<file path="config.mk">
export PLATFORM = sky130hd
export DESIGN_NAME = fwp_guard
export DESIGN_NICKNAME = d
export VERILOG_FILES = /design/src/logic/fwp_pkg.sv /design/src/logic/fwp_guard.sv
export SDC_FILE = /design/constraint.sdc
export NUM_CORES = 1
export LEC_CHECK = 0
export BUFFER_PORTS_ARGS = -buffer_cell sky130_fd_sc_hd__buf_4
export CORE_MARGIN = 8
export CORE_UTILIZATION = 35
export CTS_BUF_LIST = sky130_fd_sc_hd__clkbuf_4 sky130_fd_sc_hd__clkbuf_8
export DETAILED_ROUTE_END_ITERATION = 12
export PLACE_DENSITY = 0.63
export SLEW_MARGIN = 20
export SYNTH_ARGS = -nofsm -noshare
export SYNTH_HDL_FRONTEND = slang
export SYNTH_SLANG_ARGS = --single-unit
</file>
<file path="constraint.sdc">
create_clock -name ref_clk -period 3.9 [get_ports ref_clk]
set_input_delay 0.195 -clock ref_clk [delete_from_list [all_inputs] [get_ports ref_clk]]
set_output_delay 0.195 -clock ref_clk [all_outputs]
set_load 0.01 [all_outputs]
</file>
<file path="src/logic/fwp_pkg.sv">
// Package: constants for the flash write guard and programming status block
`default_nettype none
package fwp_pkg;
  // Flash command register codes
  localparam logic [7:0] CMD_SET_WE = 8'h08;
  localparam logic [7:0] CMD_CLR_WE = 8'h0B;
  localparam logic [7:0] KEY_VALUE = 8'h96;
  // Programming call function codes
  localparam logic [7:0] FN_PAGE_PROG = 8'h00;
  localparam logic [7:0] FN_VERSION = 8'h01;
  localparam logic [7:0] FN_MISC_WRITE = 8'h02;
  // Misc write index decoding
  localparam logic [7:0] IDX_CFG_LAST = 8'h03;
  localparam logic [7:0] IDX_SEC_FIRST = 8'h08;
  localparam logic [7:0] IDX_SEC_LAST = 8'h0F;
  localparam logic [7:0] IDX_CLR_PROT = 8'h10;
  localparam logic [7:0] IDX_BOOT_STATUS = 8'h03;
  // Boot status byte fields
  localparam int BS_ACTIVATE_BIT = 7;
  localparam int BS_CWP_BIT = 6;
  // Error status fields
  localparam int ERR_INTR_BIT = 0;
  localparam int ERR_SEC_BIT = 1;
  localparam int ERR_PUMP_BIT = 2;
  localparam int ERR_VERIFY_BIT = 3;
  // Register addresses on the plain port
  localparam logic [3:0] ADDR_CMD = 4'h0;
  localparam logic [3:0] ADDR_KEY = 4'h1;
  localparam logic [3:0] ADDR_FUNC = 4'h2;
  localparam logic [3:0] ADDR_INDEX = 4'h3;
  localparam logic [3:0] ADDR_DATA = 4'h4;
  localparam logic [3:0] ADDR_AUTH = 4'h5;
  localparam logic [3:0] ADDR_GO = 4'h6;
  localparam logic [3:0] ADDR_STATUS = 4'h7;
  localparam logic [3:0] ADDR_FLAGS = 4'h8;
  localparam logic [3:0] ADDR_BOOT_STATUS_BYTE = 4'h9;
  // Reset values
  localparam logic [7:0] BOOT_STATUS_RESET = 8'h00;
  localparam logic [7:0] VERSION_ID = 8'h01; // Arbitrary value
  // Self-timed cycle length
  localparam int CLK_HZ = 10_000_000;
  localparam int CYCLE_TIME_US = 2000;
  localparam int CYCLE_COUNT = CYCLE_TIME_US * (CLK_HZ / 1_000_000);
  // Sequencer states
  typedef enum logic [1:0] {
    ST_IDLE = 2'b00,
    ST_BUSY = 2'b01,
    ST_DONE = 2'b10
  } fwp_state_type;
endpackage
`default_nettype wire

</file>
<file path="src/logic/fwp_guard.sv">
// Flash write guard, configuration protection and programming status logic
//
// Design decisions made here: the register offsets and the strobed register port.
`default_nettype none
module fwp_guard #(
  parameter int CYCLE_CYCLES = fwp_pkg::CYCLE_COUNT
) (
  // Clock and reset
  input wire logic ref_clk,
  input wire logic arst_n,
  // Register port
  input wire logic [3:0] reg_addr,
  input wire logic [7:0] reg_wdata,
  input wire logic reg_wr,
  input wire logic reg_rd,
  output logic [7:0] reg_rdata,
  // Mode and system events
  input wire logic serial_loader_mode,
  input wire logic application_call_mode,
  input wire logic irq_pending,
  input wire logic pump_fault,
  input wire logic readback_mismatch,
  input wire logic security_deny,
  // Core outputs
  output logic cpu_program_idle,
  output logic flash_write_strobe,
  output logic [7:0] flash_write_index,
  output logic [7:0] flash_write_data,
  output logic reset_request,
  output logic write_enable
);

  // ----------------------------------------------------------------
  // State
  // ----------------------------------------------------------------
  fwp_pkg::fwp_state_type state;
  fwp_pkg::fwp_state_type next_state;
  logic we_flag;
  logic cmd_pending_set;
  logic cmd_pending_clr;
  logic [7:0] boot_status_byte;
  logic [7:0] func_code;
  logic [7:0] call_index;
  logic [7:0] call_data;
  logic [7:0] auth_key;
  logic [7:0] err_status;
  logic carry;
  logic [31:0] cycle_cnt;
  logic is_misc_wr;
  logic [7:0] next_err;

  // ----------------------------------------------------------------
  // Decoding
  // ----------------------------------------------------------------
  wire guarded_mode = serial_loader_mode | application_call_mode;
  wire write_guard_activate = boot_status_byte[fwp_pkg::BS_ACTIVATE_BIT];
  wire config_write_protect = boot_status_byte[fwp_pkg::BS_CWP_BIT];
  wire lock_clear_protect_cmd = boot_status_byte[fwp_pkg::BS_ACTIVATE_BIT];
  wire wr_cmd = reg_wr && (reg_addr == fwp_pkg::ADDR_CMD);
  wire wr_key = reg_wr && (reg_addr == fwp_pkg::ADDR_KEY);
  wire wr_go = reg_wr && (reg_addr == fwp_pkg::ADDR_GO);
  wire key_ok = reg_wdata == fwp_pkg::KEY_VALUE;
  // Write enable is forced while the activate bit is clear
  wire we_eff = ~write_guard_activate | we_flag;
  wire is_cfg_idx = call_index <= fwp_pkg::IDX_CFG_LAST;
  wire is_sec_idx = (call_index >= fwp_pkg::IDX_SEC_FIRST) &&
                    (call_index <= fwp_pkg::IDX_SEC_LAST);
  wire is_clr_idx = call_index == fwp_pkg::IDX_CLR_PROT;
  wire keyed_fn = (func_code == fwp_pkg::FN_PAGE_PROG) ||
                  (func_code == fwp_pkg::FN_MISC_WRITE);
  // Gating is bypassed outside loader and call modes
  wire we_block = guarded_mode && !we_eff;
  wire cwp_block = guarded_mode && config_write_protect &&
                   is_cfg_idx;
  wire ccp_refuse = guarded_mode && lock_clear_protect_cmd;
  wire go_misc = func_code == fwp_pkg::FN_MISC_WRITE;
  wire call_denied = go_misc ?
    (is_clr_idx ? ccp_refuse :
     (we_block && (is_cfg_idx || is_sec_idx)) || cwp_block) :
    (we_block || security_deny);
  wire cycle_end = cycle_cnt >= CYCLE_CYCLES - 1;
  wire abort_now = irq_pending || pump_fault;

  assign write_enable = we_eff;
  assign cpu_program_idle = state == fwp_pkg::ST_BUSY;

  // ----------------------------------------------------------------
  // Write enable command sequence
  // ----------------------------------------------------------------
  // Key must immediately follow the command write
  always_ff @(posedge ref_clk or negedge arst_n) begin
    if (!arst_n) begin
      cmd_pending_set <= 1'b0;
      cmd_pending_clr <= 1'b0;
    end else if (reg_wr) begin
      cmd_pending_set <= wr_cmd && (reg_wdata == fwp_pkg::CMD_SET_WE);
      cmd_pending_clr <= wr_cmd && (reg_wdata == fwp_pkg::CMD_CLR_WE);
    end
  end

  // Flag: reset clears, sequences set and clear; routine clears after writes
  always_ff @(posedge ref_clk or negedge arst_n) begin
    if (!arst_n) begin
      we_flag <= 1'b0;
    end else if (wr_key && key_ok && cmd_pending_set) begin
      we_flag <= 1'b1;
    end else if (wr_key && key_ok && cmd_pending_clr) begin
      we_flag <= 1'b0;
    end else if (state == fwp_pkg::ST_DONE) begin
      we_flag <= 1'b0;
    end
  end

  // ----------------------------------------------------------------
  // Call parameters and authorization
  // ----------------------------------------------------------------
  always_ff @(posedge ref_clk or negedge arst_n) begin
    if (!arst_n) begin
      func_code <= 8'h00;
      call_index <= 8'h00;
      call_data <= 8'h00;
      auth_key <= 8'h00;
    end else begin
      if (reg_wr && reg_addr == fwp_pkg::ADDR_FUNC) func_code <= reg_wdata;
      if (reg_wr && reg_addr == fwp_pkg::ADDR_INDEX) call_index <= reg_wdata;
      if (reg_wr && reg_addr == fwp_pkg::ADDR_DATA) call_data <= reg_wdata;
      if (reg_wr && reg_addr == fwp_pkg::ADDR_AUTH) begin
        auth_key <= reg_wdata;
      end else if (wr_go) begin
        auth_key <= 8'h00;
      end
    end
  end

  // Missing key on a keyed call asks for a reset
  always_ff @(posedge ref_clk or negedge arst_n) begin
    if (!arst_n) begin
      reset_request <= 1'b0;
    end else begin
      reset_request <= wr_go && keyed_fn &&
                       (auth_key != fwp_pkg::KEY_VALUE);
    end
  end

  // ----------------------------------------------------------------
  // Self-timed cycle sequencer
  // ----------------------------------------------------------------
  wire go_ok = wr_go && keyed_fn && (auth_key == fwp_pkg::KEY_VALUE);
  always_comb begin
    next_state = state;
    unique case (state)
      fwp_pkg::ST_IDLE: if (go_ok && !call_denied) begin
        next_state = fwp_pkg::ST_BUSY;
      end
      fwp_pkg::ST_BUSY: if (abort_now || cycle_end) begin
        next_state = fwp_pkg::ST_DONE;
      end
      fwp_pkg::ST_DONE: next_state = fwp_pkg::ST_IDLE;
      default: next_state = fwp_pkg::ST_IDLE;
    endcase
  end

  // Error byte built from the cause of the ending
  always_comb begin
    next_err = 8'h00;
    if (state == fwp_pkg::ST_IDLE) begin
      next_err[fwp_pkg::ERR_SEC_BIT] = call_denied;
    end else begin
      next_err[fwp_pkg::ERR_INTR_BIT] = irq_pending;
      next_err[fwp_pkg::ERR_PUMP_BIT] = pump_fault;
      next_err[fwp_pkg::ERR_VERIFY_BIT] = !abort_now && !go_misc &&
                                          readback_mismatch;
    end
  end

  assign is_misc_wr = go_misc && !is_clr_idx;

  always_ff @(posedge ref_clk or negedge arst_n) begin
    if (!arst_n) begin
      state <= fwp_pkg::ST_IDLE;
      cycle_cnt <= 32'h0000_0000;
    end else begin
      state <= next_state;
      if (state == fwp_pkg::ST_BUSY) begin
        cycle_cnt <= cycle_cnt + 32'h0000_0001;
      end else begin
        cycle_cnt <= 32'h0000_0000;
      end
    end
  end

  // Status and carry latched at call end or refusal
  always_ff @(posedge ref_clk or negedge arst_n) begin
    if (!arst_n) begin
      err_status <= 8'h00;
      carry <= 1'b0;
    end else if (state == fwp_pkg::ST_IDLE && go_ok) begin
      err_status <= next_err;
      carry <= call_denied;
    end else if (state == fwp_pkg::ST_BUSY && next_state != state) begin
      err_status <= next_err;
      carry <= |next_err;
    end
  end

  // Commit of the stored byte at a clean cycle end
  always_ff @(posedge ref_clk or negedge arst_n) begin
    if (!arst_n) begin
      boot_status_byte <= fwp_pkg::BOOT_STATUS_RESET;
      flash_write_strobe <= 1'b0;
      flash_write_index <= 8'h00;
      flash_write_data <= 8'h00;
    end else begin
      flash_write_strobe <= 1'b0;
      if (state == fwp_pkg::ST_BUSY && cycle_end && !abort_now) begin
        flash_write_strobe <= is_misc_wr;
        flash_write_index <= call_index;
        flash_write_data <= call_data;
        if (go_misc && is_clr_idx) begin
          boot_status_byte[fwp_pkg::BS_CWP_BIT] <= 1'b0;
          if (!guarded_mode) begin
            boot_status_byte[fwp_pkg::BS_ACTIVATE_BIT] <= 1'b0;
          end
        end else if (is_misc_wr &&
                     call_index == fwp_pkg::IDX_BOOT_STATUS) begin
          boot_status_byte <= call_data;
        end
      end
    end
  end

  // ----------------------------------------------------------------
  // Read port
  // ----------------------------------------------------------------
  wire [7:0] rd_mux =
    (reg_addr == fwp_pkg::ADDR_STATUS) ? {4'h0, err_status[3:0]} :
    (reg_addr == fwp_pkg::ADDR_FLAGS) ?
      {5'h00, cpu_program_idle, we_eff, carry} :
    (reg_addr == fwp_pkg::ADDR_BOOT_STATUS_BYTE) ? boot_status_byte :
    (reg_addr == fwp_pkg::ADDR_FUNC) ? func_code : 8'h00;

  always_ff @(posedge ref_clk or negedge arst_n) begin
    if (!arst_n) begin
      reg_rdata <= 8'h00;
    end else if (reg_rd) begin
      reg_rdata <= rd_mux;
    end else begin
      reg_rdata <= 8'h00;
    end
  end

  // ----------------------------------------------------------------
  // Checks
  // ----------------------------------------------------------------
  // Cleared activate bit leaves writes open
  a_we_forced: assert property (
    @(posedge ref_clk) disable iff (!arst_n)
    !write_guard_activate |-> write_enable)
    else $error("write enable not forced");
  // Set command with key raises the flag
  a_we_set_seq: assert property (
    @(posedge ref_clk) disable iff (!arst_n)
    $past(cmd_pending_set) && $past(wr_key) && $past(key_ok) |-> we_flag)
    else $error("set sequence missed");
  // Clear command with key drops the flag
  a_we_clr_seq: assert property (
    @(posedge ref_clk) disable iff (!arst_n)
    (cmd_pending_clr && wr_key && key_ok) |=> !we_flag)
    else $error("clear sequence missed");
  // Flag only rises through the set sequence
  a_we_no_rise: assert property (
    @(posedge ref_clk) disable iff (!arst_n)
    (!we_flag && !(cmd_pending_set && wr_key && key_ok)) |=> !we_flag)
    else $error("write enable rose without key");
  // Flag dropped after every finished call
  a_we_after_call: assert property (
    @(posedge ref_clk) disable iff (!arst_n)
    (state == fwp_pkg::ST_DONE && !(cmd_pending_set && wr_key && key_ok))
    |=> !we_flag)
    else $error("write enable kept after call");
  // Program idle holds two cycles unless the cycle ends or aborts after one
  a_idle_hold: assert property (
    @(posedge ref_clk) disable iff (!arst_n)
    $rose(cpu_program_idle) |-> cpu_program_idle [*2]
    or ##1 (state == fwp_pkg::ST_DONE))
    else $error("idle not held");
  // Interrupt ends a running cycle with its flag and carry
  a_irq_abort: assert property (
    @(posedge ref_clk) disable iff (!arst_n)
    (cpu_program_idle && irq_pending) |=>
    (!cpu_program_idle && err_status[fwp_pkg::ERR_INTR_BIT] && carry))
    else $error("interrupt did not abort");
  // Pump fault aborts with no commit
  a_pump_abort: assert property (
    @(posedge ref_clk) disable iff (!arst_n)
    (cpu_program_idle && pump_fault) |=>
    (!cpu_program_idle && err_status[fwp_pkg::ERR_PUMP_BIT] && carry &&
     !flash_write_strobe))
    else $error("pump fault did not abort");
  // Unused status bits stay clear
  a_status_hi: assert property (
    @(posedge ref_clk) disable iff (!arst_n)
    err_status[7:4] == 4'h0)
    else $error("unused status bits set");
  // Status read never shows the unused bits
  a_rdata_hi: assert property (
    @(posedge ref_clk) disable iff (!arst_n)
    (reg_rd && reg_addr == fwp_pkg::ADDR_STATUS) |=> reg_rdata[7:4] == 4'h0)
    else $error("unused status bits read");
  // Protected configuration write refused and reported
  a_cwp_block: assert property (
    @(posedge ref_clk) disable iff (!arst_n)
    (state == fwp_pkg::ST_IDLE && go_ok && go_misc && cwp_block) |=>
    (state == fwp_pkg::ST_IDLE && carry))
    else $error("protected write not refused");
  // Locked clear command refused in guarded modes
  a_ccp_refuse: assert property (
    @(posedge ref_clk) disable iff (!arst_n)
    (state == fwp_pkg::ST_IDLE && go_ok && go_misc && is_clr_idx &&
     ccp_refuse) |=> (state == fwp_pkg::ST_IDLE && carry))
    else $error("locked clear not refused");
  // Keyed call without the key asks for a reset
  a_no_key_rst: assert property (
    @(posedge ref_clk) disable iff (!arst_n)
    (wr_go && keyed_fn && auth_key != fwp_pkg::KEY_VALUE) |=>
    reset_request)
    else $error("missing key no reset");
  // Commit strobe is a single cycle
  a_strobe_pulse: assert property (
    @(posedge ref_clk) disable iff (!arst_n)
    flash_write_strobe |=> !flash_write_strobe)
    else $error("write strobe too long");

endmodule
`default_nettype wire

</file>
==> metrics.md, run 1 <==
| Metric | Value |
|---|---|
| Status | `complete, no violations` |
| CTS tree | `yes` |
| Slew @ Worst Pin | `0.707 ns` |
| WP buf/inv | `1` |
| Cts bufs inserted | `9` |
| Number of remaining DRC errors | `0` |
| Worst skew pair latency | `between 0.3 and 0.4 ns` |
| Global route overflow | `0` |
| PD cells | `369 nW/um^2` |
| WL final | `11.3 mm` |
| Wire per inst | `16.7 um` |
| Register Area | `2700 sq um` |
| Fmax | `391 MHz` |
| Die Height | `134 um` |
| Drt initial violations | `roughly 220` |
| Ys flop type | `dfrtp_1` |
| Crit. End Element | `flip-flop` |
| Slew Viols, Final | `0` |
| Flops & latches, synth | `108` |
| Multi-input logic area | `around 2100 sq um` |
| PortBufs | `49` |
| Vias/cell | `roughly 5.2` |
| Post-DRT Antenna Nets | `0` |
| Yosys top cell by area | `dfrtp_1` |
| Dpl cells | `658` |
| Synth Net Count | `between 400 and 500` |
| Post-synth EDFFs | `0` |
| Initial antenna violation count | `0` |
| Cell row count | `43` |
| CTS Hold Bufs | `1` |
| Setup Fix Bufs, Post-CTS | `0` |
| Fin crit period | `between 2 and 3 ns` |
| Peak VDD IR | `around 0.00025 V` |
| Synthesis-to-layout area growth | `15.5%` |
| Clock Root Buffer | `clkbuf_8` |
| Final hold violation count | `0` |
| Initial Util | `0.357` |
| Post-Synthesis Cells | `about 440` |
| Placer Congestion | `0.851` |
| Worst Path Max Fanout | `23` |
| Synth top area share | `0.550` |
| Finish-stage setup viols | `0` |
| Max incr delay on CP | `0.53 ns` |
| Reg clk slew, reported paths | `approximately 0.10 ns` |
| Post-Syn Area | `4910 sq um` |
| # diodes | `0` |
| Final #Nets | `513` |
| Pre-antenna DRT Iters | `4` |
| Resize count post-CTS | `0` |
| Most frequent cell after synthesis | `dfrtp_1` |
| Die width | `134 um` |
| Leakage | `2.49 nW` |
| Distinct cells, synth | `53` |
| Startpoint types | `flip-flop` |
| Fill cells | `1354` |
| Layout Cells excl Fill | `675` |
| Worst setup path class | `flip-flop to flip-flop` |
| Synth warnings | `0` |
| Vias in the first global route | `3625` |
| Clock Sinks | `about 110` |
| Tot GR Track Use | `0.131` |
| DR vias | `3503` |
| Bufs on Longest Clock Path | `2` |
| First-pass GRT wire length | `18.8 mm` |
| Post-detail-place hpwl | `8.36 mm` |
| Largest net degree at the start of global routing | `44` |
| Fin worst setup slack | `1.35 ns` |
| Final Cell Area | `around 5700 sq um` |
| Final setup TNS | `0 ns` |
| Final Cycle Share | `0.655` |
| Post-DP Area | `5480 sq um` |
| Mean area per synthesized cell | `11.2 sq um` |
| RSZ-0062 raised after global routing | `no` |
| Max-slew headroom | `0.527` |
| Synth area leaders | `dfrtp_1, mux2_2, nor2_1` |
| Sequential fraction of the synthesis area | `0.550` |
| CTS H-Tree Depth | `3` |
| Asr flop ratio synth | `1.00` |
| Max Cap Viol | `0` |
| Io pins | `50` |
| Share of layout cells above drive strength 1 | `0.248` |
| Critical-path cell list | `ha_1, nand4_1, a211oi_1, o31ai_4, buf_4, or3b_1, mux2_2` |
| CORE AREA | `13800 sq um` |
| Die footprint | `18100 sq um` |
| Final Skew | `about 0.017 ns` |
| Hold Crit Class | `primary input to flip-flop` |
| Largest delay contributor family on the critical path | `simple AND/OR/NAND/NOR gates` |
| Commonest cells post-synth | `dfrtp_1, nor2_1, mux2_2` |
| Pre-CTS setup slack | `approximately 1.4 ns` |
| Crit path required time | `4.18 ns` |
| Slowest CP cell | `or3b_1` |
| Worst path arrival time | `about 2.8 ns` |
worst paths after layout:
check	from	slack [ns]	cells after the start	to
setup / recovery	cycle_cnt[0]	1.35	7	boot_status_byte[1]
hold / removal	reg_wr	0.03	2	cmd_pending_set
setup reg to reg	cycle_cnt[0]	1.35	7	boot_status_byte[1]
hold reg to reg	cycle_cnt[0]	0.48	1	cycle_cnt[0]
max in group asynchronous	arst_n	2.82	3	call_index[2]
min in group asynchronous	arst_n	0.25	2	cycle_cnt[21]
cell type report:
type | instances | area share
clock buffer | 12 | 0.0269
timing repair buffer | 54 | 0.0719
multi-input combinational | 300 | 0.368
inverter | 17 | 0.0112
tap | 180 | 0.0397
clock inverter | 4 | 0.00595
sequential | 108 | 0.476
per-layer routing:
metal / track usage / share of wire
met5: 0 / 0
met4: 0.0443 / 0.015
met3: 0.0345 / 0.037
met2: 0.216 / 0.48
met1: 0.162 / 0.46
power by group:
part	switching [W]	total, W	internal (W)	leakage (nW)
combinational	0.0000917	0.000185	0.0000933	0.938
clock	0.000383	0.000652	0.000269	0.0940
sequential	0.0000615	0.00126	0.00119	1.46
cell usage in the layout (no fill, tap or decap), types with 10 or more instances in the layout:
master / count
inv_1: 17
dfrtp_1: 108
nor2b_1: 10
o21ai_0: 12
clkbuf_8: 10
nand2_1: 26
xnor2_1: 18
nor4_1: 13
nor3_1: 10
nand4_1: 10
nand3_1: 12
buf_4: 53
mux2_2: 43
a22o_1: 11
nor2_1: 46
state kept, by name, summed over array words and instances (netlist names):
signal	flops
err_status	4
reg_rdata	8
flash_write_data	8
we_flag	1
state	2
call_data	8
func_code	8
boot_status_byte	8
carry	1
auth_key	8
reset_request	1
call_index	8
cmd_pending_clr	1
cmd_pending_set	1
cycle_cnt	32
flash_write_index	8
flash_write_strobe	1
cells by family (layout without fill, tap and decap cells):
kind of cell	Yosys count	count (layout)	synth area share
AOI/OAI and AO/OA	59	59	0.0861
xor gates and xnor gates	24	24	0.0428
adders and majority gates	1	1	0.00255
buffers and inverters	29	87	0.0275
DFF	108	108	0.550
muxes	47	47	0.107
and+or+nand+nor	169	169	0.184
stage by stage:
step                      total power [W]  hold WS, ns   util
after floorplan                   0.00137       -0.101      -
after global placement            0.00146        0.121  0.398
after detailed placement          0.00147        0.119  0.398
after CTS                         0.00213      0.00187  0.412
after global routing              0.00219       0.0190  0.412
final                             0.00209       0.0327  0.412
(Power assumes the default switching activity.)
==> run 2: changes to the inputs <==
- ABC_AREA: not set -> 1
- clock period: 3.9 -> 2.7 ns (I/O delays scaled with it)
==> run 2 against run 1 <==
Compared with the run above: sequential power up 43%; routed wire length up 16%; synthesized cell count up 54%; core utilization down 0.40 points; non-clock buffer count up 1; via count up 26%; global-route usage up 1.1 points; hold slack better by 0.0096 ns; design area up 7.7%; maximum frequency up 30%; die area up 6.7%; sequential share of layout area down 3.4 points; largest power group unchanged.
==> metrics.md, run 2 <==
| Metric | Value |
|---|---|
| Status | `complete, no violations` |
| RSZ-0062 raised after global routing | `no` |
| Yosys top cell by area | `dfrtp_1` |
| Global route overflow | `0 (unchanged)` |
| Startpoint types | `flip-flop` |
| Sequential fraction of the synthesis area | `0.511 (-0.0387)` |
| Fill cells | `1554 (+15%)` |
| Tot GR Track Use | `0.142 (+0.0112)` |
| Distinct cells, synth | `35 (-34%)` |
| DR vias | `4423 (+26%)` |
| Register-to-register setup slack | `0.73 ns (-0.61 ns)` |
| Final #Nets | `752 (+47%)` |
| Bufs on Longest Clock Path | `2 (unchanged)` |
| Hold Crit Class | `primary input to flip-flop` |
| Final Cycle Share | `0.728 (+0.0731)` |
| Crit. End Element | `flip-flop` |
| Fin crit period | `1.97 ns (-0.589 ns)` |
| Post-detail-place hpwl | `9.83 mm (+18%)` |
| PD cells | `510 nW/um^2 (+38%)` |
| Setup Fix Bufs, Post-CTS | `0 (unchanged)` |
| Clock Root Buffer | `clkbuf_8` |
| Number of remaining DRC errors | `0 (unchanged)` |
| Synth top area share | `0.511 (-0.0387)` |
| Peak VDD IR | `0.000245 V (-3.1%)` |
| CTS H-Tree Depth | `3 (unchanged)` |
| Largest net degree at the start of global routing | `64 (+45%)` |
| Crit-path most repeated cell | `nand2_1` |
| Synth area leaders | `dfrtp_1, nand2_1, nor2_1` |
| Io pins | `50 (unchanged)` |
| WL final | `13.1 mm (+16%)` |
| Mean area per synthesized cell | `7.85 sq um (-30%)` |
| Worst setup path class | `flip-flop to flip-flop` |
| Post-Syn Area | `5280 sq um (+7.6%)` |
| Max-slew headroom | `0.590 (+0.0632)` |
| Register Area | `2700 sq um (unchanged)` |
| Worst skew pair latency | `0.41 ns (+0.02 ns)` |
| Crit path required time | `2.99 ns (-1.19 ns)` |
| Slew Viols, Final | `0 (unchanged)` |
| PortBufs | `49 (unchanged)` |
| Vias/cell | `4.80 (-7.6%)` |
| Resize count post-CTS | `0 (unchanged)` |
| Max incr delay on CP | `0.43 ns (-0.10 ns)` |
| Die Height | `139 um (+3.3%)` |
| Vias in the first global route | `4446 (+23%)` |
| Pre-antenna DRT Iters | `5 (+1)` |
| Cts bufs inserted | `9 (unchanged)` |
| Most frequent cell after synthesis | `nand2_1` |
| Final hold violation count | `0 (unchanged)` |
| Max reg flops | `32 (unchanged)` |
| Leakage | `2.87 nW (+15%)` |
| Final setup TNS | `0 ns (unchanged)` |
| Fmax | `509 MHz (+30%)` |
| Initial Util | `0.353 (-0.00385)` |
| Post-DRT Antenna Nets | `0 (unchanged)` |
| Largest Register | `cycle_cnt` |
| Worst Path Max Fanout | `24 (+4.3%)` |
| Max Cap Viol | `0 (unchanged)` |
| Finish-stage setup viols | `0 (unchanged)` |
| Synthesis-to-layout area growth | `15.7%` |
| CTS tree | `yes` |
| Post-Synthesis Cells | `673 (+54%)` |
| # diodes | `0 (unchanged)` |
| Wire per inst | `14.2 um (-15%)` |
| Die width | `139 um (+3.3%)` |
| Slowest CP cell | `dfrtp_1` |
| Largest delay contributor family on the critical path | `simple AND/OR/NAND/NOR gates` |
| Die footprint | `19300 sq um (+6.7%)` |
| Post-synth EDFFs | `0 (unchanged)` |
| CORE AREA | `15000 sq um (+8.7%)` |
| Placer Congestion | `0.852 (about the same)` |
| Asr flop ratio synth | `1.00 (unchanged)` |
| Reg clk slew, reported paths | `0.12 ns (+0.02 ns)` |
| Slew @ Worst Pin | `0.615 ns (-0.0922 ns)` |
| Synth Net Count | `696 (+51%)` |
| Flops & latches, synth | `108 (unchanged)` |
| Critical-path cell list | `ha_1, nand2_1, nor2_2, nor2_1, nor2_1, nor2_1, nand2_1, nand2_1, inv_2, nand2_2, nand2_1, nand2_1` |
| Post-layout util | `0.408 (-0.00395)` |
| Most common cell after layout, fill and taps aside | `nand2_1` |
| First-pass GRT wire length | `22.0 mm (+17%)` |
| Most frequent cells in the layout | `nand2_1, dfrtp_1, nor2_1` |
| Cell row count | `45 (+4.7%)` |
| Share of layout cells above drive strength 1 | `0.138 (-0.111)` |
| Multi-input logic area | `2210 sq um (+5.8%)` |
| Commonest cells post-synth | `nand2_1, dfrtp_1, nor2_1` |
| Drt initial violations | `255 (+14%)` |
| Initial antenna violation count | `0 (unchanged)` |
| Worst path arrival time | `2.26 ns (-0.57 ns)` |
| Clock Sinks | `108 (unchanged)` |
| Final Skew | `0.0216 ns (+0.00466 ns)` |
| Synth warnings | `0 (unchanged)` |
| WP buf/inv | `1 (unchanged)` |
| Ys flop type | `dfrtp_1` |
| CTS Hold Bufs | `3 (+2)` |
==> run 2: changes by cell type in the layout (fill, tap and decap cells not counted), moves of 18 or more <==
cell and delta:
mux2_2 -43, nor2_1 +37, inv_1 +58, nand3_1 +31, xnor2_1 -18, o21ai_0 +25
nand2_1 +167
==> run 2: tightest hold or removal path, stage by stage <==
cell,delay (ns)
buf_4,0.08
nor2_1,0.05
nand3_1,0.06
o32ai_1,0.08
==> run 2: logic make-up after synthesis <==
kind of cell,after synthesis,share of synthesized area
buffers and inverters,95,0.0706
xor gates and xnor gates,8,0.0133
adders and majority gates,1,0.00237
and+or+nand+nor,374,0.316
AOI/OAI and AO/OA,87,0.0867
DFF,108,0.511
==> run 2: metrics by stage <==
stage | hold slack, ns | cell area, sq um | cells | setup WS (ns) | total power (W)
finish | 0.0423 | 6110 | 922 | 0.734 | 0.00312
global route | 0.0185 | 6110 | 922 | 0.476 | 0.00329
CTS | 0.0160 | 6110 | 922 | 0.741 | 0.00317
detailed placement | 0.189 | 5870 | 903 | 0.758 | 0.00211
global placement | 0.179 | 5870 | 903 | 0.819 | 0.00211
floorplan | -0.161 | 5280 | 673 | 1.12 | 0.00197
==> run 2: final cells by class <==
class	instances	share of cell area
clock buffer	9	0.0203
tap	188	0.0385
sequential	108	0.442
clock inverter	7	0.0145
inverter	85	0.0522
multi-input combinational	470	0.361
timing repair buffer	55	0.0708
==> run 2: path summary, 6_finish.rpt <==
check / startpoint / end / depth (start not counted)
worst max-delay path: cycle_cnt[0] / boot_status_byte[4] / 12
worst min-delay path: reg_wdata[2] / cmd_pending_set / 4
worst max register to register: cycle_cnt[0] / boot_status_byte[4] / 12
worst min register to register: flash_write_index[5] / flash_write_index[5] / 2
max in group asynchronous: arst_n / boot_status_byte[5] / 3
min in group asynchronous: arst_n / cycle_cnt[8] / 2
==> run 2: where the power goes <==
part           internal [W]  total, W  switching (W)  leakage, nW
Combinational      0.000104  0.000288       0.000183         1.29
Clock              0.000381   0.00104       0.000654        0.107
Sequential          0.00171   0.00180      0.0000816         1.47
Total               0.00220   0.00312       0.000919         2.87
==> run 2: per-layer routing <==
layer  vias to the layer above  track usage  share of wire
li1                       2275            -              -
met1                      2059        0.179           0.46
met2                        77        0.234           0.48
met3                        12       0.0327          0.033
met4                         0       0.0520          0.019
met5                         -            0              0
